$ cat config.mk
export PLATFORM = sky130hd
export DESIGN_NAME = hall_switch_dsp_config
export DESIGN_NICKNAME = d
export VERILOG_FILES = /design/src/rtl/hall_switch_pkg.sv /design/src/rtl/signal_path_if.sv /design/src/rtl/signal_scaler.sv /design/src/rtl/switch_comparator.sv /design/src/rtl/hall_switch_dsp_config.sv
export VERILOG_INCLUDE_DIRS = /design/src /design/src/rtl
export SDC_FILE = /design/constraint.sdc
export NUM_CORES = 2
export LEC_CHECK = 0
export BUFFER_PORTS_ARGS = -buffer_cell sky130_fd_sc_hd__buf_2
export CAP_MARGIN = 20
export CELL_PAD_IN_SITES_DETAIL_PLACEMENT = 2
export CELL_PAD_IN_SITES_GLOBAL_PLACEMENT = 2
export CORE_MARGIN = 2
export CORE_UTILIZATION = 45
export DETAILED_ROUTE_END_ITERATION = 12
export PLACE_DENSITY = 0.95
export SLEW_MARGIN = 20
export SYNTH_ARGS = -nofsm -noshare
export SYNTH_HDL_FRONTEND = slang
export SYNTH_SLANG_ARGS = --single-unit
$ cat constraint.sdc
create_clock -name clk_i -period 78.2 [get_ports clk_i]
set_input_delay 11.73 -clock clk_i [delete_from_list [all_inputs] [get_ports clk_i]]
set_output_delay 11.73 -clock clk_i [all_outputs]
set_load 0.02 [all_outputs]
$ cat src/rtl/hall_switch_defs.svh
// register indices, field layout and fixed constants of the field switch
`ifndef HALL_SWITCH_DEFS_SVH
`define HALL_SWITCH_DEFS_SVH
`define RI_MODE 4'h0
`define RI_TC 4'h1
`define RI_QUADRATIC_TEMP_COEFF 4'h2
`define RI_GAIN 4'h3
`define RI_OFFSET 4'h4
`define RI_LOW 4'h5
`define RI_HIGH 4'h6
`define RI_LOCK 4'h7
`define RI_SAMPLE 4'h8
`define RI_TRIM0 4'h9
`define RI_LAST 4'hb
`define NUM_REGS 12
`define MASK_MODE 16'h003f
`define MASK_COEFF 16'h00ff
`define MASK_GAIN 16'h3fff
`define MASK_OFFSET 16'h07ff
`define MASK_LOW 16'h07ff
`define MASK_HIGH 16'h0fff
`define MASK_LOCK 16'h0001
`define MASK_TRIM 16'hffff
`define REG_RESET 16'h0000
`define MODE_RANGE_LSB 0
`define MODE_FILTER_LSB 3
`define GAIN_FRAC 11
`define SPAN 16'h0800
`define TC_SQ_SHIFT 4
`define TC_FRAC 14
`define FLT_ACC_SHIFT 8
`define FLT_K0 3'h7
`define FLT_K1 3'h6
`define FLT_K2 3'h4
`define FLT_K3 3'h3
`define FLT_K4 3'h2
`define FLT_MIN0 14'h3080
`define FLT_MAX0 14'h0f7f
`define FLT_MIN1 14'h383f
`define FLT_MAX1 14'h07c1
`define FLT_MIN2 14'h2b54
`define FLT_MAX2 14'h14aa
`define FLT_MIN3 14'h35aa
`define FLT_MAX3 14'h0a55
`define FLT_MIN4 14'h3a18
`define FLT_MAX4 14'h05e7
`endif

$ cat src/rtl/hall_switch_pkg.sv
// shared types of the field switch
package hall_switch_pkg;
  typedef logic [15:0] word_t;
  typedef logic signed [15:0] sig_t;
  typedef logic signed [13:0] sample_t;
  typedef enum logic [0:0] {
    ST_LOAD = 1'b0,
    ST_RUN = 1'b1
  } ld_state_e;
endpackage

$ cat src/rtl/signal_path_if.sv
// configuration and signal bundle between the control, scaler and comparator
`timescale 1ns/1ps
interface signal_path_if;
  import hall_switch_pkg::*;
  sample_t sample;
  logic sample_valid;
  logic signed [13:0] gain;
  logic signed [10:0] offset;
  logic signed [7:0] tc;
  logic signed [7:0] quadratic_temp_coeff;
  logic signed [7:0] temp;
  logic [10:0] low;
  logic [11:0] high;
  logic run;
  sig_t sig;
  logic sig_valid;
  logic sw;
  modport ctl (output sample, sample_valid, gain, offset, tc, quadratic_temp_coeff, temp, low, high, run,
    input sig, sig_valid, sw);
  modport dsp (input sample, sample_valid, gain, offset, tc, quadratic_temp_coeff, temp, output sig, sig_valid);
  modport cmp (input sig, sig_valid, low, high, run, output sw);
endinterface

$ cat src/rtl/signal_scaler.sv
// gain with temperature correction, offset add and output limiting
`timescale 1ns/1ps
`include "hall_switch_defs.svh"
module signal_scaler
  import hall_switch_pkg::*;
(
  input wire logic clk_i,
  input wire logic rst_i,
  signal_path_if.dsp c
);
  logic signed [23:0] dt;
  logic signed [23:0] dt2;
  logic signed [23:0] corr;
  logic signed [39:0] gcorr;
  sig_t geff;
  logic signed [31:0] scaled;
  logic signed [31:0] sum;
  sig_t off2;
  sig_t hi;
  sig_t sig_d;
  sig_t sig_q;
  logic valid_q;

  // ************
  // temperature corrected gain
  // ************
  assign dt = 24'(c.temp);
  assign dt2 = dt * dt;
  assign corr = 24'(c.tc) * dt + ((24'(c.quadratic_temp_coeff) * dt2) >>> `TC_SQ_SHIFT); // RULE17
  assign gcorr = 40'(c.gain) * 40'(corr);
  assign geff = 16'(40'(c.gain) + (gcorr >>> `TC_FRAC)); // RULE17

  // ************
  // scale, shift, limit
  // ************
  // unity gain is 2048, so 2048 sample counts move the signal one span
  assign scaled = (32'(geff) * 32'(c.sample)) >>> `GAIN_FRAC; // RULE2 RULE3
  assign off2 = 16'(c.offset) <<< 1;
  assign sum = scaled + 32'(off2); // RULE4
  // a negative offset pulls the ceiling down with it
  assign hi = c.offset < 0 ? off2 + $signed(`SPAN) : $signed(`SPAN); // RULE5
  assign sig_d = sum < 0 ? '0 : (sum > 32'(hi) ? hi : 16'(sum));

  always_ff @(posedge clk_i) begin
    if (rst_i) begin
      sig_q <= '0;
      valid_q <= 1'b0;
    end else begin
      valid_q <= c.sample_valid;
      if (c.sample_valid) begin
        sig_q <= sig_d;
      end
    end
  end

  assign c.sig = sig_q;
  assign c.sig_valid = valid_q;

  a_sig_limit: assert property (@(posedge clk_i) disable iff (rst_i) // RULE5
    c.sample_valid && c.offset < 0 |=> sig_q <= $past(off2) + $signed(`SPAN))
    else $error("signal above offset plus span");
endmodule

$ cat src/rtl/switch_comparator.sv
// hysteresis comparator driving the switch state
`timescale 1ns/1ps
module switch_comparator
  import hall_switch_pkg::*;
(
  input wire logic clk_i,
  input wire logic rst_i,
  signal_path_if.cmp c
);
  logic above;
  logic below;
  logic sw_q;

  assign above = c.sig > $signed(16'(c.high));
  assign below = c.sig < $signed(16'(c.low));

  // high means off; held off until the configuration is loaded
  always_ff @(posedge clk_i) begin
    if (rst_i || !c.run) begin
      sw_q <= 1'b1; // RULE20
    end else if (c.sig_valid && above) begin
      sw_q <= 1'b0; // RULE1
    end else if (c.sig_valid && below) begin
      sw_q <= 1'b1; // RULE1
    end else begin
      sw_q <= sw_q; // RULE19
    end
  end

  assign c.sw = sw_q;

  a_sw_operate: assert property (@(posedge clk_i) disable iff (rst_i) // RULE1
    c.run && c.sig_valid && above ##1 c.run |-> !sw_q)
    else $error("switch not on above operate level");
  a_sw_release: assert property (@(posedge clk_i) disable iff (rst_i) // RULE1
    c.run && c.sig_valid && below && !above ##1 c.run |-> sw_q)
    else $error("switch not off below release level");
  a_sw_hold: assert property (@(posedge clk_i) disable iff (rst_i) // RULE19
    c.run && (!c.sig_valid || (!above && !below)) ##1 c.run |-> $stable(sw_q))
    else $error("switch moved inside hysteresis band");
endmodule

$ cat src/rtl/hall_switch_dsp_config.sv
// field switch signal path with nonvolatile configuration store
// Operation
// RULE1: switch low above operate, high below release
// RULE2: multiply filtered sample by gain first
// RULE3: gain step 1/2048, unity gives one span
// RULE4: add signed offset to scaled sample
// RULE5: negative offset lowers the signal ceiling
// RULE6: release to half span, operate to span; code lets release reach 2047 and operate 4095
// RULE7: mode low bits choose field range
// RULE8: mode high bits choose filter corner
// RULE9: filtered sample clamped per filter bound
// RULE10: sample polarity kept, low-pass before readout
// RULE11: readable 14-bit filtered sample register
// RULE12: set lock freezes everything after power cycle
// RULE13: lock cannot be cleared, programming off
// RULE14: commands answered, switch output suspended meanwhile
// RULE15: programmer talks only while unlocked
// RULE16: factory trim registers are read only
// RULE17: temperature coefficients correct the gain
// RULE18: programmer keeps sample inside bounds
// RULE19: between thresholds the switch holds state
// RULE20: load configuration before switching output
`timescale 1ns/1ps
`include "hall_switch_defs.svh"
module hall_switch_dsp_config
  import hall_switch_pkg::*;
(
  input wire logic clk_i,
  input wire logic rst_i,
  input wire logic [13:0] adc_i,
  input wire logic adc_valid_i,
  input wire logic [7:0] temp_i,
  input wire logic cmd_valid_i,
  input wire logic cmd_write_i,
  input wire logic [3:0] cmd_addr_i,
  input wire logic [15:0] cmd_wdata_i,
  input wire logic comm_active_i,
  input wire logic reply_bit_i,
  input wire logic [15:0] nvm_rdata_i,
  output logic [3:0] nvm_addr_o,
  output logic [15:0] nvm_wdata_o,
  output logic nvm_we_o,
  output logic [15:0] rdata_o,
  output logic rvalid_o,
  output logic [2:0] range_sel_o,
  output logic cfg_ready_o,
  output logic locked_o,
  output logic out_o
);
  signal_path_if sp ();

  // ************
  // configuration store
  // ************
  ld_state_e state_q;
  logic [3:0] idx_q;
  word_t reg_q [`NUM_REGS];
  logic [`NUM_REGS-1:0] ld_hit;
  logic [`NUM_REGS-1:0] wr_hit;
  logic lock_act_q;
  logic acc;
  logic acc_wr;
  logic wr_ok;
  logic lock_wr;
  logic nvm_req;
  word_t wr_val;
  word_t rd_val;
  logic rd_range;
  logic [3:0] waddr_q;
  word_t wdata_q;
  logic we_q;
  word_t rdata_q;
  logic rvalid_q;

  function automatic word_t reg_mask(input logic [3:0] a);
    case (a)
      `RI_MODE: reg_mask = `MASK_MODE;
      `RI_TC: reg_mask = `MASK_COEFF;
      `RI_QUADRATIC_TEMP_COEFF: reg_mask = `MASK_COEFF;
      `RI_GAIN: reg_mask = `MASK_GAIN;
      `RI_OFFSET: reg_mask = `MASK_OFFSET;
      `RI_LOW: reg_mask = `MASK_LOW;
      `RI_HIGH: reg_mask = `MASK_HIGH;
      `RI_LOCK: reg_mask = `MASK_LOCK;
      `RI_SAMPLE: reg_mask = `REG_RESET;
      default: reg_mask = `MASK_TRIM;
    endcase
  endfunction

  // once locked, commands get neither an answer nor a memory access
  assign acc = cmd_valid_i && state_q == ST_RUN && !lock_act_q; // RULE12 RULE15
  assign acc_wr = acc && cmd_write_i;
  // trim words sit above the lock index and never take a write
  assign wr_ok = cmd_addr_i <= `RI_LOCK; // RULE16
  assign lock_wr = cmd_addr_i == `RI_LOCK;
  // lock only ever gains ones: no write path can clear it
  assign wr_val = lock_wr ? (reg_q[`RI_LOCK] | cmd_wdata_i) : cmd_wdata_i; // RULE13
  assign nvm_req = acc_wr && wr_ok && !(lock_wr && !cmd_wdata_i[0]);
  // indices past the last word read as zero rather than unknown
  assign rd_range = cmd_addr_i <= `RI_LAST;
  assign rd_val = !rd_range ? '0 :
                  cmd_addr_i == `RI_SAMPLE ? 16'(sp.sample) : reg_q[cmd_addr_i]; // RULE11

  for (genvar i = 0; i < `NUM_REGS; i++) begin : g_reg
    assign ld_hit[i] = state_q == ST_LOAD && idx_q == 4'(i);
    assign wr_hit[i] = acc_wr && wr_ok && cmd_addr_i == 4'(i);
    always_ff @(posedge clk_i) begin
      if (rst_i) begin
        reg_q[i] <= `REG_RESET;
      end else if (ld_hit[i]) begin
        reg_q[i] <= nvm_rdata_i & reg_mask(4'(i)); // RULE20
      end else if (wr_hit[i]) begin
        reg_q[i] <= wr_val & reg_mask(4'(i));
      end
    end
  end

  // ************
  // power-up load sequence
  // ************
  // reset stands for a power cycle: the stored lock takes hold only here
  always_ff @(posedge clk_i) begin
    if (rst_i) begin
      state_q <= ST_LOAD;
      idx_q <= 4'h0;
      lock_act_q <= 1'b0;
    end else begin
      case (state_q)
        ST_LOAD: begin
          idx_q <= idx_q + 4'h1;
          if (idx_q == `RI_LOCK) begin
            lock_act_q <= nvm_rdata_i[0]; // RULE12
          end
          if (idx_q == `RI_LAST) begin
            state_q <= ST_RUN; // RULE20
          end
        end
        ST_RUN: begin
          state_q <= ST_RUN;
        end
        default: begin
          state_q <= ST_LOAD;
        end
      endcase
    end
  end

  // ************
  // command answers and memory writes
  // ************
  always_ff @(posedge clk_i) begin
    if (rst_i) begin
      we_q <= 1'b0;
      waddr_q <= 4'h0;
      wdata_q <= '0;
      rvalid_q <= 1'b0;
      rdata_q <= '0;
    end else begin
      we_q <= nvm_req; // RULE14
      rvalid_q <= acc; // RULE14
      if (nvm_req) begin
        waddr_q <= cmd_addr_i;
        wdata_q <= wr_val & reg_mask(cmd_addr_i);
      end
      if (acc) begin
        rdata_q <= rd_val;
      end
    end
  end

  assign nvm_addr_o = state_q == ST_LOAD ? idx_q : waddr_q;
  assign nvm_wdata_o = wdata_q;
  assign nvm_we_o = we_q;
  assign rdata_o = rdata_q;
  assign rvalid_o = rvalid_q;
  assign cfg_ready_o = state_q == ST_RUN;
  assign locked_o = lock_act_q;

  // ************
  // low-pass filter
  // ************
  logic [2:0] flt_sel;
  logic [2:0] flt_k;
  sample_t fmin;
  sample_t fmax;
  logic signed [23:0] acc_q;
  logic signed [23:0] step;
  logic signed [23:0] fraw;
  sample_t filt_d;
  sample_t filt_q;
  logic fvalid_q;

  assign flt_sel = reg_q[`RI_MODE][`MODE_FILTER_LSB +: 3]; // RULE8
  assign range_sel_o = reg_q[`RI_MODE][`MODE_RANGE_LSB +: 3]; // RULE7

  // unused filter codes fall back to the widest corner
  assign flt_k = flt_sel == 3'h0 ? `FLT_K0 :
                 flt_sel == 3'h1 ? `FLT_K1 :
                 flt_sel == 3'h2 ? `FLT_K2 :
                 flt_sel == 3'h3 ? `FLT_K3 : `FLT_K4; // RULE8
  assign fmin = flt_sel == 3'h0 ? `FLT_MIN0 :
                flt_sel == 3'h1 ? `FLT_MIN1 :
                flt_sel == 3'h2 ? `FLT_MIN2 :
                flt_sel == 3'h3 ? `FLT_MIN3 : `FLT_MIN4;
  assign fmax = flt_sel == 3'h0 ? `FLT_MAX0 :
                flt_sel == 3'h1 ? `FLT_MAX1 :
                flt_sel == 3'h2 ? `FLT_MAX2 :
                flt_sel == 3'h3 ? `FLT_MAX3 : `FLT_MAX4;

  // first order section; sign of the sample is kept, north stays positive
  assign step = ((24'($signed(adc_i)) <<< `FLT_ACC_SHIFT) - acc_q) >>> flt_k; // RULE10
  assign fraw = (acc_q + step) >>> `FLT_ACC_SHIFT;
  assign filt_d = fraw < 24'(fmin) ? fmin :
                  (fraw > 24'(fmax) ? fmax : 14'(fraw)); // RULE9

  always_ff @(posedge clk_i) begin
    if (rst_i) begin
      acc_q <= '0;
      filt_q <= '0;
      fvalid_q <= 1'b0;
    end else begin
      fvalid_q <= adc_valid_i;
      if (adc_valid_i) begin
        acc_q <= acc_q + step;
        filt_q <= filt_d; // RULE10
      end
    end
  end

  // ************
  // signal path
  // ************
  assign sp.sample = filt_q;
  assign sp.sample_valid = fvalid_q && state_q == ST_RUN;
  assign sp.gain = reg_q[`RI_GAIN][13:0]; // RULE3
  assign sp.offset = reg_q[`RI_OFFSET][10:0]; // RULE4
  assign sp.tc = reg_q[`RI_TC][7:0]; // RULE17
  assign sp.quadratic_temp_coeff = reg_q[`RI_QUADRATIC_TEMP_COEFF][7:0]; // RULE17
  assign sp.temp = temp_i;
  // release tops out just under one span, operate just under two spans
  assign sp.low = reg_q[`RI_LOW][10:0]; // RULE6
  assign sp.high = reg_q[`RI_HIGH][11:0]; // RULE6
  assign sp.run = state_q == ST_RUN;

  signal_scaler u_scaler (
    .clk_i(clk_i),
    .rst_i(rst_i),
    .c(sp.dsp)
  );

  switch_comparator u_cmp (
    .clk_i(clk_i),
    .rst_i(rst_i),
    .c(sp.cmp)
  );

  // ************
  // output pin
  // ************
  logic out_q;

  // the link owns the pin while talking; a locked part never talks
  always_ff @(posedge clk_i) begin
    if (rst_i) begin
      out_q <= 1'b1;
    end else if (comm_active_i && !lock_act_q) begin
      out_q <= reply_bit_i; // RULE14
    end else begin
      out_q <= sp.sw;
    end
  end

  assign out_o = out_q;

  // ************
  // checks
  // ************
  a_lock_no_answer: assert property (@(posedge clk_i) disable iff (rst_i) // RULE12
    lock_act_q && cmd_valid_i |=> !rvalid_q && !we_q)
    else $error("locked part answered a command");
  a_lock_sticky: assert property (@(posedge clk_i) disable iff (rst_i) // RULE13
    state_q == ST_RUN && reg_q[`RI_LOCK][0] |=> reg_q[`RI_LOCK][0])
    else $error("lock bit cleared");
  a_lock_nvm: assert property (@(posedge clk_i) disable iff (rst_i) // RULE13
    we_q && waddr_q == `RI_LOCK |-> wdata_q[0])
    else $error("memory write clears lock");
  a_trim_ro: assert property (@(posedge clk_i) disable iff (rst_i) // RULE16
    we_q |-> waddr_q <= `RI_LOCK)
    else $error("trim word written");
  a_sample_bound: assert property (@(posedge clk_i) disable iff (rst_i) // RULE9
    adc_valid_i |=> filt_q >= $past(fmin) && filt_q <= $past(fmax))
    else $error("filtered sample out of bound");
  a_comm_reply: assert property (@(posedge clk_i) disable iff (rst_i) // RULE14
    comm_active_i && !lock_act_q |=> out_o == $past(reply_bit_i))
    else $error("pin not handed to reply");
  a_load_first: assert property (@(posedge clk_i) disable iff (rst_i) // RULE20
    state_q == ST_LOAD ##1 state_q == ST_LOAD && !comm_active_i |=> out_o)
    else $error("output switched before load");
  a_read_answer: assert property (@(posedge clk_i) disable iff (rst_i) // RULE14
    acc && !cmd_write_i |=> rvalid_o && rdata_o == $past(rd_val))
    else $error("read not answered");
  a_write_strobe: assert property (@(posedge clk_i) disable iff (rst_i) // RULE14
    acc && cmd_write_i && cmd_addr_i < `RI_LOCK |=> nvm_we_o && nvm_addr_o == $past(cmd_addr_i))
    else $error("accepted write not stored");
  a_read_no_write: assert property (@(posedge clk_i) disable iff (rst_i) // RULE14
    acc && !cmd_write_i |=> !nvm_we_o)
    else $error("read caused a memory write");
  a_lock_write_zero: assert property (@(posedge clk_i) disable iff (rst_i) // RULE13
    acc && cmd_write_i && cmd_addr_i == `RI_LOCK && !cmd_wdata_i[0] |=> !nvm_we_o)
    else $error("lock write of zero reached memory");
  a_lock_frozen: assert property (@(posedge clk_i) disable iff (rst_i) // RULE12
    lock_act_q |=> $stable({reg_q[`RI_MODE], reg_q[`RI_TC], reg_q[`RI_QUADRATIC_TEMP_COEFF], reg_q[`RI_GAIN],
      reg_q[`RI_OFFSET], reg_q[`RI_LOW], reg_q[`RI_HIGH], reg_q[`RI_LOCK]}))
    else $error("register changed while locked");
  a_lock_no_prog: assert property (@(posedge clk_i) disable iff (rst_i) // RULE13
    lock_act_q |-> !nvm_we_o)
    else $error("memory written while locked");
  a_lock_reads: assert property (@(posedge clk_i) disable iff (rst_i) // RULE12
    lock_act_q && cmd_valid_i |=> $stable(rdata_o))
    else $error("locked part changed its answer");

  // ************
  // checks: power-up, trim, pin and sample read
  // ************
  a_load_ends: assert property (@(posedge clk_i) disable iff (rst_i) // RULE20
    state_q == ST_LOAD |-> ##[1:12] state_q == ST_RUN)
    else $error("load sequence too long");
  a_load_ignored: assert property (@(posedge clk_i) disable iff (rst_i) // RULE20
    state_q == ST_LOAD && cmd_valid_i |=> !rvalid_o && !nvm_we_o)
    else $error("command taken during load");
  a_trim_answer: assert property (@(posedge clk_i) disable iff (rst_i) // RULE16
    acc && cmd_write_i && cmd_addr_i > `RI_LOCK |=> rvalid_o && !nvm_we_o)
    else $error("read-only write reached memory");
  a_trim_kept: assert property (@(posedge clk_i) disable iff (rst_i) // RULE16
    state_q == ST_RUN |=> $stable(reg_q[`RI_TRIM0]))
    else $error("trim word changed");
  a_pin_switch: assert property (@(posedge clk_i) disable iff (rst_i) // RULE14
    !comm_active_i || lock_act_q |=> out_o == $past(sp.sw))
    else $error("pin left the switch state");
  a_sample_read: assert property (@(posedge clk_i) disable iff (rst_i) // RULE11
    acc && !cmd_write_i && cmd_addr_i == `RI_SAMPLE |=> rdata_o == 16'($past(filt_q)))
    else $error("sample read wrong");
endmodule

======== After elaboration in Yosys (flattened, before gate mapping) ========
Memories as Yosys holds them, arrays and structs flattened.
Index checks and enable logic that the tools add are counted.
cells by class
  reductions and logical operators ........ 44
  equal/unequal tests ..................... 25
  $add $sub $neg .......................... 7
  multipliers ............................. 5
  shift-type cells ........................ 1
  magnitude comparators ................... 9
  bitwise logic cells ..................... 27
  muxes and demuxes ....................... 138
operator list
  cell                 count
  $mux 16              32
  $mux 1               91
  $mux 13              6
  $logic_and 1x1->1    34
  $eq 4x3->1 const B   8
  $eq 4x4->1 const B   8
  $mul 8x8->16         2
  $mul 14x24->30       1
  $mul 16x14->30       1
  $mux 14              2
  $add 24x24->24       1
  $mul 8x16->24        1
  $mux 12              2
  $or 1x1->1           24
  $sshr 24x3->24       1
  $sub 22x24->24       1
  $add 16x20->21       1
  $add 19x12->20       1
  $gt 20x16->1         1
  $lt 20x1->1 const B  1
  $add 14x16->16       1
  $and 16x16->16       1
  $eq 4x2->1 const B   4
  $gt 16x13->1         1
  other kinds (22)     30
word-level totals
  bits in registers ....................... 102
  output and inout bits ................... 44
  ROM bits ................................ 256
  logic and storage cells ................. 273
  input port bits ......................... 65
  memories ................................ 2
  RAM bits ................................ 192
memories
  name             depth  bits a word  read ports  clocked after memory_dff  wr ports  RTL line                      RTL
  (no name shown)  16     16           1           0                         0         hall_switch_dsp_config.sv:76  case (a)
  reg_q            12     16           9           0                         12        hall_switch_dsp_config.sv:57  word_t reg_q [`NUM_REGS];

======== Longest topological paths before layout ========
An unclocked memory read counts as a cell.
  depth after elaboration ................. 11
  depth in mapped cells ................... 117
  mapped depth without buffers ............ 115

======== Cells and area by module ========
A second synthesis with hierarchy kept.
unflattened totals
  cells, all modules ...................... 4788
  area, all modules ....................... 43123.9 um2
by module, submodules not included
  module                  cells each  area each (um2)  instances  seq. area each (um2)
  signal_scaler           3277        29228.0          1          340.3
  hall_switch_dsp_config  1429        13240.2          1          5255.0
  switch_comparator       82          655.6            1          20.0

======== Worst setup path before layout ========
Ideal clock, no wire load.
  path kind ............................... input to register
  start point ............................. in temp_i[1]
  end point ............................... reg u_scaler.sig_q[10], in the netlist u_scaler.c.sig[10]
  path buffers ............................ 4
  required time ........................... 78071 ps
  stages .................................. 110
  library setup time ...................... 129 ps
  slack ................................... 42297 ps
  arrival ................................. 35774 ps
  cell sequence ........................... clkbuf_1 -> and2_1 -> ha_1 -> a21oi_1 -> fa_1 -> inv_1 -> ha_1 -> inv_1 -> fa_1 -> inv_1 -> ha_1 -> a21o_1 -> a21oi_1 -> xnor2_1 -> nand2_1 -> fa_1 -> inv_1 -> fa_1 -> [74 not listed] -> o21ai_1 -> a21boi_1 -> o21ai_1 -> a21boi_1 -> o41ai_2 -> o21ba_2 -> xnor2_1 -> ha_1 -> nand4_1 -> nor2_1 -> o21ai_0 -> nand2_1 -> o32ai_1 -> nand4_1 -> nor4_4 -> buf_6 -> mux2i_1 -> o21ai_1
on the way
  word-level cells in the longest chain between the ends .. 10
ends and longest elaborated chain
  what                    RTL line                      RTL
  start: declaration      hall_switch_dsp_config.sv:32  input wire logic [7:0] temp_i,
  $mul 8x8->16            signal_scaler.sv:28           assign dt2 = dt * dt;
  $mul 8x16->24           signal_scaler.sv:29           assign corr = 24'(c.tc) * dt + ((24'(c.quadratic_temp_coeff) * dt2) >>> `TC_SQ_SHIFT);
  $add 16x20->21 *        signal_scaler.sv:29
  $mul 14x24->30 *        signal_scaler.sv:30           assign gcorr = 40'(c.gain) * 40'(corr);
  $add 14x16->16 *        signal_scaler.sv:31           assign geff = 16'(40'(c.gain) + (gcorr >>> `TC_FRAC));
  $mul 16x14->30 *        signal_scaler.sv:37           assign scaled = (32'(geff) * 32'(c.sample)) >>> `GAIN_FRAC;
  $add 19x12->20 *        signal_scaler.sv:39           assign sum = scaled + 32'(off2);
  $gt 20x16->1            signal_scaler.sv:42           assign sig_d = sum < 0 ? '0 : (sum > 32'(hi) ? hi : 16'(sum));
  $mux 16                 signal_scaler.sv:42
  $mux 16 *               signal_scaler.sv:42
  end signal: assignment  signal_scaler.sv:51           sig_q <= sig_d;
  end: declaration        signal_scaler.sv:21           sig_t sig_q;
Mark *: on every way between the ends. The rest lies on a longest branch, timed or not.
A chain may end at the register's enable or synchronous reset.

======== Final worst setup path ========
  start point ............................. in temp_i[0]
  end point ............................... reg u_scaler.sig_q[1], in the netlist u_scaler.c.sig[1]
Same word-level chain as after synthesis.

==> run metrics <==
outcome finished, violations left; failing checks capacitance limit, slew limit; most frequent cells in the layout inv_1 (914), fa_1 (691), nand2_1 (456); Synth Flop Type edfxtp_1; vias in the first global route 48761; pre-CTS WS 35.59 ns; post-layout util 48.6%; Syn Area/Cell 9.01 sq um; Die Y 312 microns; I/O Pins 109; WP data arrival 47.58 ns; Post-Syn Instances 4729; critical path class input port to flip-flop; area of the core 93600 sq um; final setup margin 31.09 ns; Tcrit/Tclk final 60.2%; setup TNS 0 ns; ys async rst share 0%; antenna-violating nets left 0; Seq/Total Area, Yosys 13.2%; antenna violations before repair 65; CTS sink cnt 221; Peak Freq 0.0212 GHz; Die ar. 97200 sq um; max_slew headroom -14.0%; clock period minus worst slack 47.11 ns; Vias 42729; number of synthesized register bits 221; DR WL/cell 43.0 microns; Worst Path Required 78.66 ns; nets@finish 5886; # DRC 0; Clock Latency Late Sink 0.60 ns; Worst-path clk slew 0.07 ns; HPWL after detailed placement 158 mm; Initial Util 45.5%; critical path's slowest cell a2111oi_0; syn_nets 5879; largest net degree at the start of global routing 59; Crit Path Max Fanout 23; clk_skew 0.0325 ns; Area Overhead vs Synth 6.82%; RD Place Congestion 0.858; grt ovf 0; WL final 260 mm; Worst path most repeated cell fa_1; post-DR vias/cell 7.07; Final setup viols 0; # port buffers 106; Post-synth EDFFs 119; detailed-router iteration count before antenna repair 7; Post-CTS Hold Buffers 0; initial drt markers 5907; first-pass GRT wire length 361 mm; Post-CTS Setup Bufs 0; Total Routing Usage GR 52.2%; share of layout cells above drive strength 1 6.39%; Crit path largest cell delay 0.94 ns; Distinct cells, synth 92; Fin Hold WS 0.499 ns; RSZ-0062 raised after global routing false; Syn. warnings 0; Clk Tree Root Cell clkbuf_16; CTS H-Tree Depth 1; most common cell after layout, fill and taps aside inv_1; CTS max path bufs 3; CTS resizes 0; Max Cap Viol 2; startpoint types input port; Post-Syn Area 42600 sq um; Site Rows 112; Slew @ Worst Pin 1.71 ns; Worst Hold Class flip-flop to flip-flop; final hold violation count 0; CTS tree built; die width 312 microns; Num CTS Buffers 25; Slew Viols, Final 4; fill cell total of the finished layout 10017; critical path endpoint category flip-flop
==> worst max-delay path: cells and delay by family <==
family | cells | cell delay, ns
adders and majority gates | 33 | 16.01
AOI/OAI and AO/OA | 28 | 7.74
and+or+nand+nor | 23 | 6.02
buffers and inverters | 16 | 2.69
xor gates and xnor gates | 6 | 2.61
muxes | 2 | 0.73
==> layer usage <==
layer | GRT usage [%] | vias up | share of wire [%] | wire [microns]
met4 | 50.5 | 60 | 13 | 33800
met5 | 6.47 | - | 0.39 | 1030
met1 | 50.3 | 21092 | 30 | 78200
li1 | - | 15011 | - | -
met2 | 78.9 | 4205 | 43 | 112000
met3 | 27.2 | 2361 | 13 | 34700
==> sequential cells by signal, summed over array words and instances (netlist names) <==
signal,count
out_o,1
locked_o,1
cfg_ready_o,1
nvm_we_o,1
u_cmp.c.sw,1
idx_q,4
u_scaler.c.sig_valid,1
waddr_q,4
u_scaler.c.sig,16
fvalid_q,1
reg_q,119
filt_q,14
nvm_wdata_o,16
rdata_o,16
rvalid_o,1
acc_q,24
==> final cells by class <==
cell class	count	area, sq um	share of cell area (%)
repair buffers	181	1100	2.42
clock inverters	9	81.3	0.179
well taps	1254	1570	3.45
diodes	37	92.6	0.203
flip-flops and latches	221	5620	12.3
inverters	917	3440	7.56
multi-input cells	3390	32900	72.3
clock buffers	36	687	1.51
==> worst paths after layout <==
path / end / depth (start not counted) / slack, ns / from
worst max-delay path: u_scaler.c.sig[1] / 108 / 31.09 / temp_i[0]
worst min-delay path: nvm_wdata_o[14] / 1 / 0.50 / nvm_wdata_o[14]
worst max register to register: u_scaler.c.sig[1] / 93 / 45.28 / reg_q[2][7]
worst min register to register: nvm_wdata_o[14] / 1 / 0.50 / nvm_wdata_o[14]
==> cell usage after synthesis (6+ instances only) <==
master | n | area, sq um
xnor2_1 | 135 | 1180
a22o_1 | 81 | 709
nor2b_1 | 79 | 494
buf_1 | 23 | 86.3
edfxtp_1 | 119 | 3570
o21ai_0 | 92 | 460
fa_1 | 691 | 13800
o311ai_1 | 10 | 87.6
mux2i_1 | 38 | 380
and3_1 | 12 | 75.1
nand4_1 | 25 | 156
and2_1 | 384 | 2400
o21a_1 | 29 | 218
or2_2 | 7 | 43.8
clkbuf_1 | 171 | 642
nand2b_1 | 79 | 494
ha_1 | 394 | 4930
xor2_1 | 45 | 394
o221ai_1 | 8 | 70.1
a21oi_1 | 176 | 881
a31oi_1 | 16 | 100
inv_1 | 914 | 3430
o21ai_1 | 16 | 80.1
a211oi_1 | 21 | 158
mux2_2 | 23 | 259
o31ai_1 | 7 | 52.6
o211ai_1 | 21 | 158
nor4_1 | 7 | 43.8
nand2_1 | 456 | 1710
or3_1 | 9 | 56.3
a22oi_1 | 21 | 158
nor3_1 | 49 | 245
a21boi_1 | 6 | 45.0
dfxtp_1 | 102 | 2040
a21o_1 | 53 | 398
o21bai_1 | 23 | 173
nor2_1 | 220 | 826
mux4_2 | 11 | 248
nor3b_1 | 6 | 45.0
nand3_1 | 36 | 180
==> per-stage QoR <==
step / std cells / instance area (sq um)
finish: 6045 / 45500
global route: 6024 / 45500
CTS: 6006 / 45300
detailed placement: 5961 / 44600
global placement: 5961 / 44600
floorplan: 4729 / 42600
==> cells by family (layout without fill, tap and decap cells) <==
logic type | Yosys count | in the layout | synth area share (%)
fa+ha+maj | 1085 | 1085 | 44.0
compound gates | 658 | 658 | 10.6
flops | 221 | 221 | 13.2
xor+xnor | 184 | 184 | 3.87
simple gates | 1390 | 1390 | 16.3
mux | 72 | 72 | 2.08
other cells | 1 | 38 | 0.00880
buf+inv | 1118 | 1143 | 9.90
Power is left out: the tool's default activity adds up to more than one toggle a clock period on the data nets, which glitch-free logic cannot reach.
